--- src/scan_dac_cfg.svh ---
// Constants for the scan result to analog output converter control block.
// Assumes byte addressed classic Wishbone with a 32-bit data path.
// Summary of operation
// - Refresh every output after each monitor scan.
// - Log scan overrides a coinciding monitor scan.
// - Suppressed scan leaves previous outputs unchanged.
// - Convert upper, middle or lower digit group.
// - Ignore decimal point; digits form integer.
// - Never convert top digit of six.
// - Contact closed counts one, open zero.
// - Scale by (X-A)/B onto 999 span.
// - Up to twelve assigned channels; selective scan.
// - All-channel scan feeds assigned subset out.
// - Omitted fields default: lower digits, no offset.
// - Half-scale offset adds 500 before conversion.
// - Output sign follows input sign.
`ifndef SCAN_DAC_CFG_SVH
`define SCAN_DAC_CFG_SVH
`define CH_CNT 12
`define CODE_W 11
`define DIV_STEPS 5'd27
`define SCALE_MILLI 28'sd1000
`define HALF_SCALE 29'sd500
`define FULL_SPAN 29'sd999
`define GRP_LOWER 2'd0
`define GRP_MIDDLE 2'd1
`define GRP_UPPER 2'd2
`define REG_CTRL 7'h00
`define REG_STATUS 7'h01
`define REG_CFG_BASE 7'h10
`define REG_CODE_BASE 7'h40
`define CTRL_SEL_BIT 0
`define CTRL_CNT_LSB 4
`define CTRL_CNT_MSB 7
`define CTRL_MASK 32'h0000_00F1
`define CTRL_RESET 32'h0000_00C0
`define CFG_MASK 32'h0000_1FFF
`define CFG_RESET 32'h0000_0000
`define CFG_SRC_MSB 9
`define CFG_DSEL_LSB 10
`define CFG_DSEL_MSB 11
`define CFG_OFFS_BIT 12
`define SCALE_RESET 32'h03E8_0000
`define SCALE_B_LSB 16
`define CNT_MAX 4'd12
`endif

--- src/scan_dac_pkg.sv ---
// Types shared by the converter control block and its scaler.
// Assumes the constants header is on the include path.
`include "scan_dac_cfg.svh"
package scan_dac_pkg;
	// One scan result from the scan engine.
	typedef struct packed {
		logic [9:0] chan;
		logic neg;
		logic contact;
		logic closed;
		logic [23:0] bcd;
	} sample_type;
	// Classic Wishbone request from the bus master.
	typedef struct packed {
		logic cyc;
		logic stb;
		logic we;
		logic [3:0] sel;
		logic [8:0] adr;
		logic [31:0] dat;
	} wb_req_type;
	// Bank of signed output codes, one per analog channel.
	typedef logic [`CH_CNT-1:0][`CODE_W-1:0] code_bank_type;
	// Sample processing states.
	typedef enum logic [1:0] {
		ST_IDLE = 2'b00,
		ST_DIV = 2'b01,
		ST_STORE = 2'b10
	} proc_state_type;
endpackage

--- src/scan_dac_output_control.sv ---
// Converter control: picks digit groups from scan results, scales and offsets them,
// and latches a bank of twelve signed output codes at the end of each monitor scan that no log scan overrides.
// Assumes a scan engine on the same clock and a classic Wishbone master.
`timescale 1ns/1ps
`include "scan_dac_cfg.svh"
module scan_dac_output_control (
	input wire logic mclk_i,
	input wire logic nrst_i,
	input wire scan_dac_pkg::wb_req_type wb_i,
	output logic [31:0] wb_dat_o,
	output logic wb_ack_o,
	input wire logic sample_valid_i,
	input wire scan_dac_pkg::sample_type sample_i,
	output logic sample_ready_o,
	input wire logic mon_done_i,
	input wire logic log_scan_i,
	output logic sel_scan_o,
	output logic dac_update_o,
	output scan_dac_pkg::code_bank_type dac_code_o
);
	import scan_dac_pkg::*;

	// Register file state.
	logic [31:0] ctrl_r, ctrl_nxt; // Scan mode and number of assigned channels.
	logic [31:0] cfg_r [`CH_CNT]; // Source channel, digit group, offset.
	logic [31:0] cfg_nxt [`CH_CNT];
	logic [31:0] scale_r [`CH_CNT]; // A in low half, B in thousandths in high half.
	logic [31:0] scale_nxt [`CH_CNT];
	logic ack_r, ack_nxt; // Bus acknowledge.
	logic [31:0] dat_r, dat_nxt; // Registered read data.
	logic [6:0] widx; // Word index of the bus address.
	logic [6:0] rel; // Index relative to the configuration block.

	// Processing state.
	proc_state_type state_r, state_nxt; // Sample processing state.
	logic [3:0] idx_r, idx_nxt; // Output channel being processed.
	logic signed [10:0] x_r, x_nxt; // Selected signed digital value.
	logic signed [27:0] num_r, num_nxt; // (X-A) times one thousand.
	logic start_r, start_nxt; // Divider start pulse.
	logic signed [27:0] q_r, q_nxt; // Scaled value from the divider.
	logic pend_r, pend_nxt; // A monitor scan ended and awaits the latch.
	logic ready_r, ready_nxt; // Sample handshake ready.
	logic upd_r, upd_nxt; // Output latch pulse.
	logic sel_r, sel_nxt; // Selective scan request to the engine.
	logic [7:0] upd_cnt_r, upd_cnt_nxt; // Count of output refreshes.
	logic [7:0] skip_cnt_r, skip_cnt_nxt; // Count of suppressed monitor scans.
	logic [`CODE_W-1:0] shadow_r [`CH_CNT]; // Codes gathered during the scan.
	logic [`CODE_W-1:0] shadow_nxt [`CH_CNT];
	code_bank_type code_r, code_nxt; // Codes on the converters.

	// Helpers.
	logic [`CH_CNT-1:0] hit; // Output channels assigned to the sample's source.
	logic [3:0] assigned; // Number of assigned channels, limited to twelve.
	logic accept; // A sample is taken this cycle.
	logic update_go; // Outputs latch this cycle.
	logic scaler_done; // Divider finished.
	logic signed [27:0] scaler_q; // Divider result.
	logic signed [28:0] sum; // Scaled value plus optional offset.
	logic [`CODE_W-1:0] store_val; // Clamped code for the shadow bank.
	logic [1:0] grp; // Digit group of the hit channel.
	logic [9:0] mag; // Three digit magnitude.
	logic signed [16:0] diff; // X minus A.

	assign widx = wb_i.adr[8:2];
	assign rel = 7'(widx - `REG_CFG_BASE);
	assign assigned = (ctrl_r[`CTRL_CNT_MSB:`CTRL_CNT_LSB] > `CNT_MAX) ? `CNT_MAX
		: ctrl_r[`CTRL_CNT_MSB:`CTRL_CNT_LSB];

	// Byte lane merge for writes.
	function automatic logic [31:0] merge(input logic [31:0] old, input logic [31:0] nw,
		input logic [3:0] sel, input logic [31:0] mask);
		logic [31:0] res;
		res = old;
		for (int b = 0; b < 4; b++)
			if (sel[b])
				res[b*8 +: 8] = nw[b*8 +: 8];
		return res & mask;
	endfunction

	// Three decimal digits of a BCD value starting at the given digit; the sixth
	// digit can never be reached because the highest start is the third digit.
	function automatic logic [9:0] digits3(input logic [23:0] bcd, input logic [1:0] g);
		logic [3:0] d0;
		logic [3:0] d1;
		logic [3:0] d2;
		logic [2:0] base;
		base = (g == `GRP_UPPER) ? 3'd2 : (g == `GRP_MIDDLE) ? 3'd1 : 3'd0;
		d0 = bcd[base*4 +: 4];
		d1 = bcd[(base+3'd1)*4 +: 4];
		d2 = bcd[(base+3'd2)*4 +: 4];
		return 10'(d2 * 10'd100 + d1 * 10'd10 + 10'(d0));
	endfunction

	// Which assigned output channels take this source channel.
	generate
		for (genvar k = 0; k < `CH_CNT; k++)
		begin : g_match
			assign hit[k] = (4'(k) < assigned)
				&& (cfg_r[k][`CFG_SRC_MSB:0] == sample_i.chan);
		end
	endgenerate

	// Register bus: one wait state, writes at the acknowledging edge, unmapped reads zero.
	always_comb
	begin
		ctrl_nxt = ctrl_r;
		cfg_nxt = cfg_r;
		scale_nxt = scale_r;
		ack_nxt = wb_i.cyc && wb_i.stb && !ack_r;
		dat_nxt = '0;
		if (wb_i.cyc && wb_i.stb && !ack_r)
		begin
			// Read data is taken together with the acknowledge.
			if (widx == `REG_CTRL)
				dat_nxt = ctrl_r;
			else if (widx == `REG_STATUS)
				dat_nxt = {8'h00, skip_cnt_r, upd_cnt_r, 6'h00, pend_r, (state_r != ST_IDLE)};
			else if (widx >= `REG_CFG_BASE && rel < 7'(2 * `CH_CNT))
				dat_nxt = rel[0] ? scale_r[rel[4:1]] : cfg_r[rel[4:1]];
			else if (widx >= `REG_CODE_BASE && widx < 7'(`REG_CODE_BASE + `CH_CNT))
				dat_nxt = 32'($signed(code_r[4'(widx - `REG_CODE_BASE)]));
		end
		if (wb_i.cyc && wb_i.stb && wb_i.we && ack_r)
		begin
			// Writes land on the edge at which the master sees the acknowledge.
			if (widx == `REG_CTRL)
				ctrl_nxt = merge(ctrl_r, wb_i.dat, wb_i.sel, `CTRL_MASK);
			else if (widx >= `REG_CFG_BASE && rel < 7'(2 * `CH_CNT))
			begin
				if (rel[0])
					scale_nxt[rel[4:1]] = merge(scale_r[rel[4:1]], wb_i.dat, wb_i.sel, '1);
				else
					cfg_nxt[rel[4:1]] = merge(cfg_r[rel[4:1]], wb_i.dat, wb_i.sel, `CFG_MASK);
			end
		end
	end

	// Register the bus state; reset puts every channel at lower digits, no offset.
	always_ff @(posedge mclk_i)
	begin
		if (!nrst_i)
		begin
			ctrl_r <= `CTRL_RESET;
			for (int k = 0; k < `CH_CNT; k++)
			begin
				cfg_r[k] <= `CFG_RESET;
				scale_r[k] <= `SCALE_RESET;
			end
			ack_r <= 1'b0;
			dat_r <= '0;
		end
		else
		begin
			ctrl_r <= ctrl_nxt;
			cfg_r <= cfg_nxt;
			scale_r <= scale_nxt;
			ack_r <= ack_nxt;
			dat_r <= dat_nxt;
		end
	end

	// Sequential (X-A)/B with B held in thousandths.
	value_scaler u_scaler (
		.mclk_i(mclk_i),
		.nrst_i(nrst_i),
		.start_i(start_r),
		.num_i(num_r),
		.den_i(scale_r[idx_r][31:`SCALE_B_LSB]),
		.done_o(scaler_done),
		.quot_o(scaler_q)
	);

	assign accept = sample_valid_i && ready_r;
	// A monitor scan that meets a log scan is dropped at once; one that is clean
	// latches as soon as no sample is half processed.
	assign update_go = (state_r == ST_IDLE)
		&& (pend_r || (mon_done_i && !log_scan_i));

	// Sample processing, shadow bank and output latch.
	always_comb
	begin
		state_nxt = state_r;
		idx_nxt = idx_r;
		x_nxt = x_r;
		num_nxt = num_r;
		start_nxt = 1'b0;
		q_nxt = q_r;
		pend_nxt = pend_r;
		shadow_nxt = shadow_r;
		code_nxt = code_r;
		upd_nxt = update_go;
		upd_cnt_nxt = upd_cnt_r;
		skip_cnt_nxt = skip_cnt_r;
		sel_nxt = ctrl_r[`CTRL_SEL_BIT];
		grp = `GRP_LOWER;
		mag = '0;
		diff = '0;
		sum = '0;
		store_val = '0;
		if (mon_done_i && log_scan_i)
			skip_cnt_nxt = 8'(skip_cnt_r + 8'd1);
		else if (mon_done_i && state_r != ST_IDLE)
			pend_nxt = 1'b1;
		if (update_go)
		begin
			// Every channel moves together from the gathered bank.
			for (int k = 0; k < `CH_CNT; k++)
				code_nxt[k] = shadow_r[k];
			pend_nxt = 1'b0;
			upd_cnt_nxt = 8'(upd_cnt_r + 8'd1);
		end
		case (state_r)
			ST_IDLE:
			begin
				// Samples taken during a log scan are not monitor data and are dropped.
				if (accept && !log_scan_i && (|hit))
				begin
					for (int k = `CH_CNT - 1; k >= 0; k--)
						if (hit[k])
							idx_nxt = 4'(k);
					grp = cfg_r[idx_nxt][`CFG_DSEL_MSB:`CFG_DSEL_LSB];
					mag = sample_i.contact ? {9'h000, sample_i.closed}
						: digits3(sample_i.bcd, grp);
					x_nxt = (sample_i.neg && !sample_i.contact) ? -$signed({1'b0, mag})
						: $signed({1'b0, mag});
					diff = 17'(x_nxt) - $signed(scale_r[idx_nxt][15:0]);
					num_nxt = 28'(diff) * `SCALE_MILLI;
					start_nxt = 1'b1;
					state_nxt = ST_DIV;
				end
			end
			ST_DIV:
			begin
				if (scaler_done)
				begin
					q_nxt = scaler_q;
					state_nxt = ST_STORE;
				end
			end
			ST_STORE:
			begin
				sum = 29'(q_r);
				if (cfg_r[idx_r][`CFG_OFFS_BIT])
					sum = sum + `HALF_SCALE;
				if (sum > `FULL_SPAN)
					store_val = `CODE_W'(`FULL_SPAN);
				else if (sum < -`FULL_SPAN)
					store_val = `CODE_W'(-`FULL_SPAN);
				else
					store_val = `CODE_W'(sum);
				shadow_nxt[idx_r] = store_val;
				state_nxt = ST_IDLE;
			end
			default:
				state_nxt = ST_IDLE;
		endcase
		ready_nxt = (state_nxt == ST_IDLE);
	end

	// Register the processing state.
	always_ff @(posedge mclk_i)
	begin
		if (!nrst_i)
		begin
			state_r <= ST_IDLE;
			idx_r <= '0;
			x_r <= '0;
			num_r <= '0;
			start_r <= 1'b0;
			q_r <= '0;
			pend_r <= 1'b0;
			ready_r <= 1'b0;
			upd_r <= 1'b0;
			sel_r <= 1'b0;
			upd_cnt_r <= '0;
			skip_cnt_r <= '0;
			for (int k = 0; k < `CH_CNT; k++)
				shadow_r[k] <= '0;
			code_r <= '0;
		end
		else
		begin
			state_r <= state_nxt;
			idx_r <= idx_nxt;
			x_r <= x_nxt;
			num_r <= num_nxt;
			start_r <= start_nxt;
			q_r <= q_nxt;
			pend_r <= pend_nxt;
			ready_r <= ready_nxt;
			upd_r <= upd_nxt;
			sel_r <= sel_nxt;
			upd_cnt_r <= upd_cnt_nxt;
			skip_cnt_r <= skip_cnt_nxt;
			shadow_r <= shadow_nxt;
			code_r <= code_nxt;
		end
	end

	assign wb_dat_o = dat_r;
	assign wb_ack_o = ack_r;
	assign sample_ready_o = ready_r;
	assign sel_scan_o = sel_r;
	assign dac_update_o = upd_r;
	assign dac_code_o = code_r;

	// A clean monitor scan end refreshes the outputs within the processing time.
	refresh_after_scan_a: assert property (@(posedge mclk_i) disable iff (!nrst_i)
		mon_done_i && !log_scan_i |-> ##[1:40] dac_update_o)
		else $error("Outputs not refreshed after monitor scan");
	// A monitor scan end during a log scan does not refresh the outputs.
	log_override_a: assert property (@(posedge mclk_i) disable iff (!nrst_i)
		mon_done_i && log_scan_i && !pend_r && state_r == ST_IDLE |=> !dac_update_o)
		else $error("Monitor scan not suppressed by log scan");
	// Output codes only move on a refresh pulse.
	codes_held_a: assert property (@(posedge mclk_i) disable iff (!nrst_i)
		!dac_update_o |-> $stable(dac_code_o))
		else $error("Output codes changed without refresh");
	// The bank takes the shadow values all at once.
	bank_latch_a: assert property (@(posedge mclk_i) disable iff (!nrst_i)
		update_go |=> dac_update_o && dac_code_o[0] == $past(shadow_r[0])
		&& dac_code_o[`CH_CNT-1] == $past(shadow_r[`CH_CNT-1]))
		else $error("Output bank not latched together");
	// A closed contact counts as one before scaling.
	contact_count_a: assert property (@(posedge mclk_i) disable iff (!nrst_i)
		state_r == ST_IDLE && accept && !log_scan_i && (|hit) && sample_i.contact
		|=> x_r == 11'($past(sample_i.closed)) ##1 state_r == ST_DIV)
		else $error("Contact count wrong");
	// The selected value keeps the input sign and never exceeds three digits.
	sign_follow_a: assert property (@(posedge mclk_i) disable iff (!nrst_i)
		state_r == ST_IDLE && accept && !log_scan_i && (|hit)
		|=> x_r <= 11'sd999 && x_r >= -11'sd999 && (x_r < 11'sd0)
		== ($past(sample_i.neg) && !$past(sample_i.contact) && x_r != 11'sd0))
		else $error("Selected value sign or range wrong");
	// Stored codes stay inside the full span.
	span_limit_a: assert property (@(posedge mclk_i) disable iff (!nrst_i)
		state_r == ST_STORE |-> $signed(store_val) <= 11'sd999
		&& $signed(store_val) >= -11'sd999)
		else $error("Stored code outside full span");
	// With the offset on, a zero result becomes half scale.
	half_offset_a: assert property (@(posedge mclk_i) disable iff (!nrst_i)
		state_r == ST_STORE && cfg_r[idx_r][`CFG_OFFS_BIT] && q_r == 28'sd0
		|=> shadow_r[$past(idx_r)] == 11'd500)
		else $error("Half scale offset not added");
	// Unassigned sources start no conversion.
	assigned_only_a: assert property (@(posedge mclk_i) disable iff (!nrst_i)
		state_r == ST_IDLE && accept && !(|hit) |=> state_r == ST_IDLE && !start_r)
		else $error("Unassigned channel processed");
	// After reset channel zero selects the lower digits without offset.
	reset_default_a: assert property (@(posedge mclk_i)
		!nrst_i |=> cfg_r[0][`CFG_OFFS_BIT:`CFG_DSEL_LSB] == 3'b000)
		else $error("Channel defaults wrong after reset");
endmodule

--- src/value_scaler.sv ---
// Sequential signed divider that divides the scaled numerator by B in thousandths.
// Assumes start_i is a one-cycle pulse given only while the divider is idle.
`timescale 1ns/1ps
`include "scan_dac_cfg.svh"
module value_scaler (
	input wire logic mclk_i,
	input wire logic nrst_i,
	input wire logic start_i,
	input wire logic signed [27:0] num_i,
	input wire logic [15:0] den_i,
	output logic done_o,
	output logic signed [27:0] quot_o
);
	import scan_dac_pkg::*;
	logic busy_r, busy_nxt; // Division in progress.
	logic done_r, done_nxt; // Quotient valid pulse.
	logic neg_r, neg_nxt; // Sign of the result.
	logic [4:0] cnt_r, cnt_nxt; // Remaining steps.
	logic [15:0] rem_r, rem_nxt; // Partial remainder.
	logic [26:0] quo_r, quo_nxt; // Dividend shifting out, quotient shifting in.
	logic [15:0] den_r, den_nxt; // Held divisor.
	logic signed [27:0] res_r, res_nxt; // Signed result.
	logic [16:0] trial; // Remainder after one shift.
	logic [27:0] mag; // Numerator magnitude.

	// Restoring division, one quotient bit per cycle; a zero divisor saturates.
	always_comb
	begin
		busy_nxt = busy_r;
		done_nxt = 1'b0;
		neg_nxt = neg_r;
		cnt_nxt = cnt_r;
		rem_nxt = rem_r;
		quo_nxt = quo_r;
		den_nxt = den_r;
		res_nxt = res_r;
		mag = num_i[27] ? 28'(-num_i) : 28'(num_i);
		trial = {rem_r, quo_r[26]};
		if (start_i)
		begin
			busy_nxt = 1'b1;
			neg_nxt = num_i[27];
			cnt_nxt = `DIV_STEPS;
			rem_nxt = '0;
			quo_nxt = mag[26:0];
			den_nxt = den_i;
		end
		else if (busy_r)
		begin
			// One restoring step.
			if (trial >= {1'b0, den_r})
			begin
				rem_nxt = 16'(trial - {1'b0, den_r});
				quo_nxt = {quo_r[25:0], 1'b1};
			end
			else
			begin
				rem_nxt = trial[15:0];
				quo_nxt = {quo_r[25:0], 1'b0};
			end
			cnt_nxt = 5'(cnt_r - 5'd1);
			if (cnt_r == 5'd1)
			begin
				busy_nxt = 1'b0;
				done_nxt = 1'b1;
				// A zero divisor gives the largest magnitude, which the caller clamps.
				if (den_r == 16'h0000)
					res_nxt = neg_r ? -28'sh7FFFFFF : 28'sh7FFFFFF;
				else
					res_nxt = neg_r ? -$signed({1'b0, quo_nxt}) : $signed({1'b0, quo_nxt});
			end
		end
	end

	// Register the divider state.
	always_ff @(posedge mclk_i)
	begin
		if (!nrst_i)
		begin
			busy_r <= 1'b0;
			done_r <= 1'b0;
			neg_r <= 1'b0;
			cnt_r <= '0;
			rem_r <= '0;
			quo_r <= '0;
			den_r <= '0;
			res_r <= '0;
		end
		else
		begin
			busy_r <= busy_nxt;
			done_r <= done_nxt;
			neg_r <= neg_nxt;
			cnt_r <= cnt_nxt;
			rem_r <= rem_nxt;
			quo_r <= quo_nxt;
			den_r <= den_nxt;
			res_r <= res_nxt;
		end
	end

	assign done_o = done_r;
	assign quot_o = res_r;
endmodule
--- config.mk ---
export PLATFORM = sky130hd
export DESIGN_NAME = scan_dac_output_control
export DESIGN_NICKNAME = d
export VERILOG_FILES = /design/src/scan_dac_pkg.sv /design/src/scan_dac_output_control.sv /design/src/value_scaler.sv
export VERILOG_INCLUDE_DIRS = /design/src
export SDC_FILE = /design/constraint.sdc
export NUM_CORES = 2
export LEC_CHECK = 0
export BUFFER_PORTS_ARGS = -buffer_cell sky130_fd_sc_hd__buf_4
export CORE_UTILIZATION = 30
export CTS_BUF_LIST = sky130_fd_sc_hd__clkbuf_4 sky130_fd_sc_hd__clkbuf_8 sky130_fd_sc_hd__clkbuf_16
export CTS_CLUSTER_DIAMETER = 60
export CTS_CLUSTER_SIZE = 16
export DETAILED_ROUTE_END_ITERATION = 12
export GPL_ROUTABILITY_DRIVEN = 0
export HOLD_SLACK_MARGIN = 0.02
export PLACE_DENSITY = 0.55
export SYNTH_ARGS = -nofsm -noshare
export SYNTH_HDL_FRONTEND = slang
export SYNTH_SLANG_ARGS = --single-unit
export TNS_END_PERCENT = 20
--- constraint.sdc ---
create_clock -name mclk_i -period 30 [get_ports mclk_i]
set_clock_uncertainty 0.2 [all_clocks]
set_input_delay 0 -clock mclk_i [delete_from_list [all_inputs] [get_ports mclk_i]]
set_output_delay 0 -clock mclk_i [all_outputs]
set_load 0.02 [all_outputs]
==> reports/qor.txt <==
Clock Latency Late Sink = 0.77 ns
Post-Syn Nets = 6527
Synth Register Bits = 1017
Critical path's top delay family = compound AO/OA/AOI/OAI gates
Worst slew margin = 12.54%
Share of the synthesized area in the top cell type = 37.79%
Starting Density = 30.19%
Crit path largest cell delay = 0.85 ns
Setup TNS = 0 ns
Status = finished clean
WP data required = 30.44 ns
WP data arrival = 15.31 ns
Post-synth EDFFs = 0
Tcrit/Tclk final = 49.58%
Cell count after synthesis = 6246
Layout cells sized above 1 = 13.06%
GRT Residual Overflow = 0
Max_cap viols = 0
HPWL Detailed = 123.9 mm
Vias/cell = 5.354
Max clock buf depth = 3
Hold WC Path Type = primary input to flop
Slew at the pin closest to its max-slew limit = 1.305 ns
Yosys cell types = 84
Drt first-iter violations = 4143
CTS sink count = 1017
CTS root buffer = clkbuf_16
WP depth = 51
Post-synth top area cell = dfxtp_1
CP most frequent cell = nor2_1
Worst R2R End = num_r[27]
CP Launch Point = ctrl_r[7]
Seq/Total Area, Yosys = 37.79%
Row count = 155
Critical path's slowest cell = a2111oi_0
Crit Path Class = flop to flop
Die width = 425.8 um
Area Growth Syn to Fin = 14.81%
Drt total wl = 187.5 mm
Reg-to-reg critical path startpoint = ctrl_r[7]
Worst setup path endpoint = num_r[27]
Ys flop type = dfxtp_1
CP bufs+invs = 7
Hold Fails Final Rpt = 0
Die footprint = 0.1813 mm2
Setup violations, final = 0
Post-DRT Antenna Nets = 0
Setup WS post-layout = 15.13 ns
First-pass GRT wire length = 280.1 mm
RSZ-0062 raised after global routing = false
Cts bufs inserted = 98
Average size of a mapped cell = 8.625 um2
CTS tree = built
Vias in the first global route = 44010
Min cycle time layout = 14.88 ns
Ys Warns = 0
Drt pass-1 iters = 6
WHS = 0.07785 ns
Setup Buffers After CTS = 0
Die H = 425.8 um
Startpoint types = flop
FMAX = 67.23 MHz
Slew Limit Fails = 0
Power Density = 105.5 mW/mm2
Most area-consuming cells after synthesis = dfxtp_1, mux4_2, nor2_1
IO buf count = 251
Reg clk slew, reported paths = 0.07 ns
Post-route DRC = 0
Gr usage total = 20.07%
Flop-to-flop setup slack = 15.13 ns
Synth Cell Area = 0.05387 mm2
Initial antenna violation count = 10
# nets final = 6539
Via count = 46560
Peak supply drop = 448.2 uV
Leak pwr = 0.02360 uW
CTS HTree Levels = 3
Placement Setup Slack = 15.29 ns
FF-to-FF path depth = 51
Routed len/inst = 21.56 um
FFs w/ async S/R, synth = 0%
Crit. End Element = flop
CORE AREA = 0.1784 mm2
I/O Pins = 258
Crit path max fanout = 71
Largest net degree at the start of global routing = 197
## routing by layer
metal,vias up,routed length [um],GRT usage [%]
met4,2,10340,10.82
met3,350,10880,2.848
li1,21990,-,-
met2,1626,87550,32.80
met1,22590,78720,25.47
met5,-,13,0
## stage by stage
stage,cell area (um2),utilization [%],power (uW),instances
after global routing,61850,34.66,7197,8693
after floorplan,53870,-,4509,6246
after global placement,57650,32.31,5237,8436
after detailed placement,57650,32.31,5224,8436
after CTS,61840,34.66,6589,8689
final,61850,34.67,6527,8695
## worst min-delay path, cell delays in order
cell,delay [ns]
buf_4,0.11
nand2_1,0.05
dlygate4sd3_1,0.54
nor3_1,0.04
buf_4,0.17
## synthesized netlist by cell type, types with 17 or more instances
| master | number |
|---|---|
| a211oi_1 | 84 |
| a21oi_1 | 552 |
| a22o_1 | 167 |
| a31oi_1 | 91 |
| and3_1 | 37 |
| buf_1 | 56 |
| clkbuf_1 | 430 |
| dfxtp_1 | 1017 |
| fa_1 | 65 |
| ha_1 | 126 |
| inv_1 | 206 |
| mux2_2 | 24 |
| mux2i_1 | 238 |
| mux4_2 | 214 |
| nand2_1 | 635 |
| nand2b_1 | 37 |
| nand3_1 | 142 |
| nand4_1 | 34 |
| nor2_1 | 1033 |
| nor2b_1 | 49 |
| nor3_1 | 57 |
| nor4_1 | 47 |
| o211ai_1 | 103 |
| o21a_1 | 22 |
| o21ai_0 | 259 |
| o31ai_1 | 19 |
| or3_1 | 17 |
| xnor2_1 | 103 |
| xor2_1 | 137 |
## how the worst min path moves through the flow
stage / cells after the start / slack (ns) / start / end
after global placement: 3 / 0.11 / wb_i[6] / ctrl_r[6]
after floorplan: 2 / -0.07 / wb_i[6] / ctrl_r[6]
after detailed placement: 3 / 0.12 / wb_i[6] / ctrl_r[6]
after global routing: 5 / 0.08 / wb_i[47] / wb_ack_o
after CTS: 5 / 0.04 / wb_i[47] / wb_ack_o
final: 5 / 0.08 / wb_i[47] / wb_ack_o
## cells by family (layout without fill, tap and decap cells)
kind of cell	Yosys count	after routing	share of synthesized area [%]
AOI/OAI and AO/OA	1448	1448	16.95
xor gates and xnor gates	241	241	3.932
adders and majority gates	191	191	5.342
buffers and inverters	719	807	5.147
DFF	1017	1017	37.79
muxes	476	476	13.87
other	0	6	0
and+or+nand+nor	2154	2154	16.97
## sequential cells by signal (all words and copies together), names as in the netlist, 2 cells and up
| register | flops |
|---|---|
| q_r | 28 |
| wb_dat_o | 32 |
| dac_code_o | 132 |
| u_scaler.cnt_r | 5 |
| u_scaler.quo_r | 27 |
| scale_r | 384 |
| u_scaler.rem_r | 16 |
| u_scaler.den_r | 16 |
| skip_cnt_r | 8 |
| upd_cnt_r | 8 |
| cfg_r | 156 |
| num_r | 25 |
| state_r | 2 |
| ctrl_r | 5 |
| shadow_r | 132 |
| idx_r | 4 |
| u_scaler.quot_o | 28 |
## layout by cell type, fill, tap and decap left out, types with 137 or more instances in the layout
cell type / n
nor2_1: 1028
dfxtp_1: 1011
nand2_1: 627
a21oi_1: 551
buf_4: 343
o21ai_0: 257
mux2i_1: 238
mux4_2: 214
inv_1: 205
a22o_1: 167
nand3_1: 138
xor2_1: 137
## layout make-up
class	instances	area, um2
fill	18280	116600
multi-input combinational	4510	30910
sequential	1017	20370
timing repair buffer	424	3406
tap	2355	2947
clock buffer	112	2600
clock inverter	64	814.5
inverter	207	785.8
antenna	6	15.01
## timing repair
| action | in CTS | in global routing |
|---|---|---|
| hold buffers | 77 | 0 |
| gates resized for setup | 0 | 0 |
| hold endpoints to repair | 657 | 0 |
## report_power, final
group | total (uW) | switching (uW) | internal, uW
sequential | 1350 | 2.31 | 1350
clock | 1330 | 622 | 707
combinational | 3840 | 2190 | 1650
total | 6530 | 2820 | 3710
No activity file was read; power rests on OpenSTA's default activity.
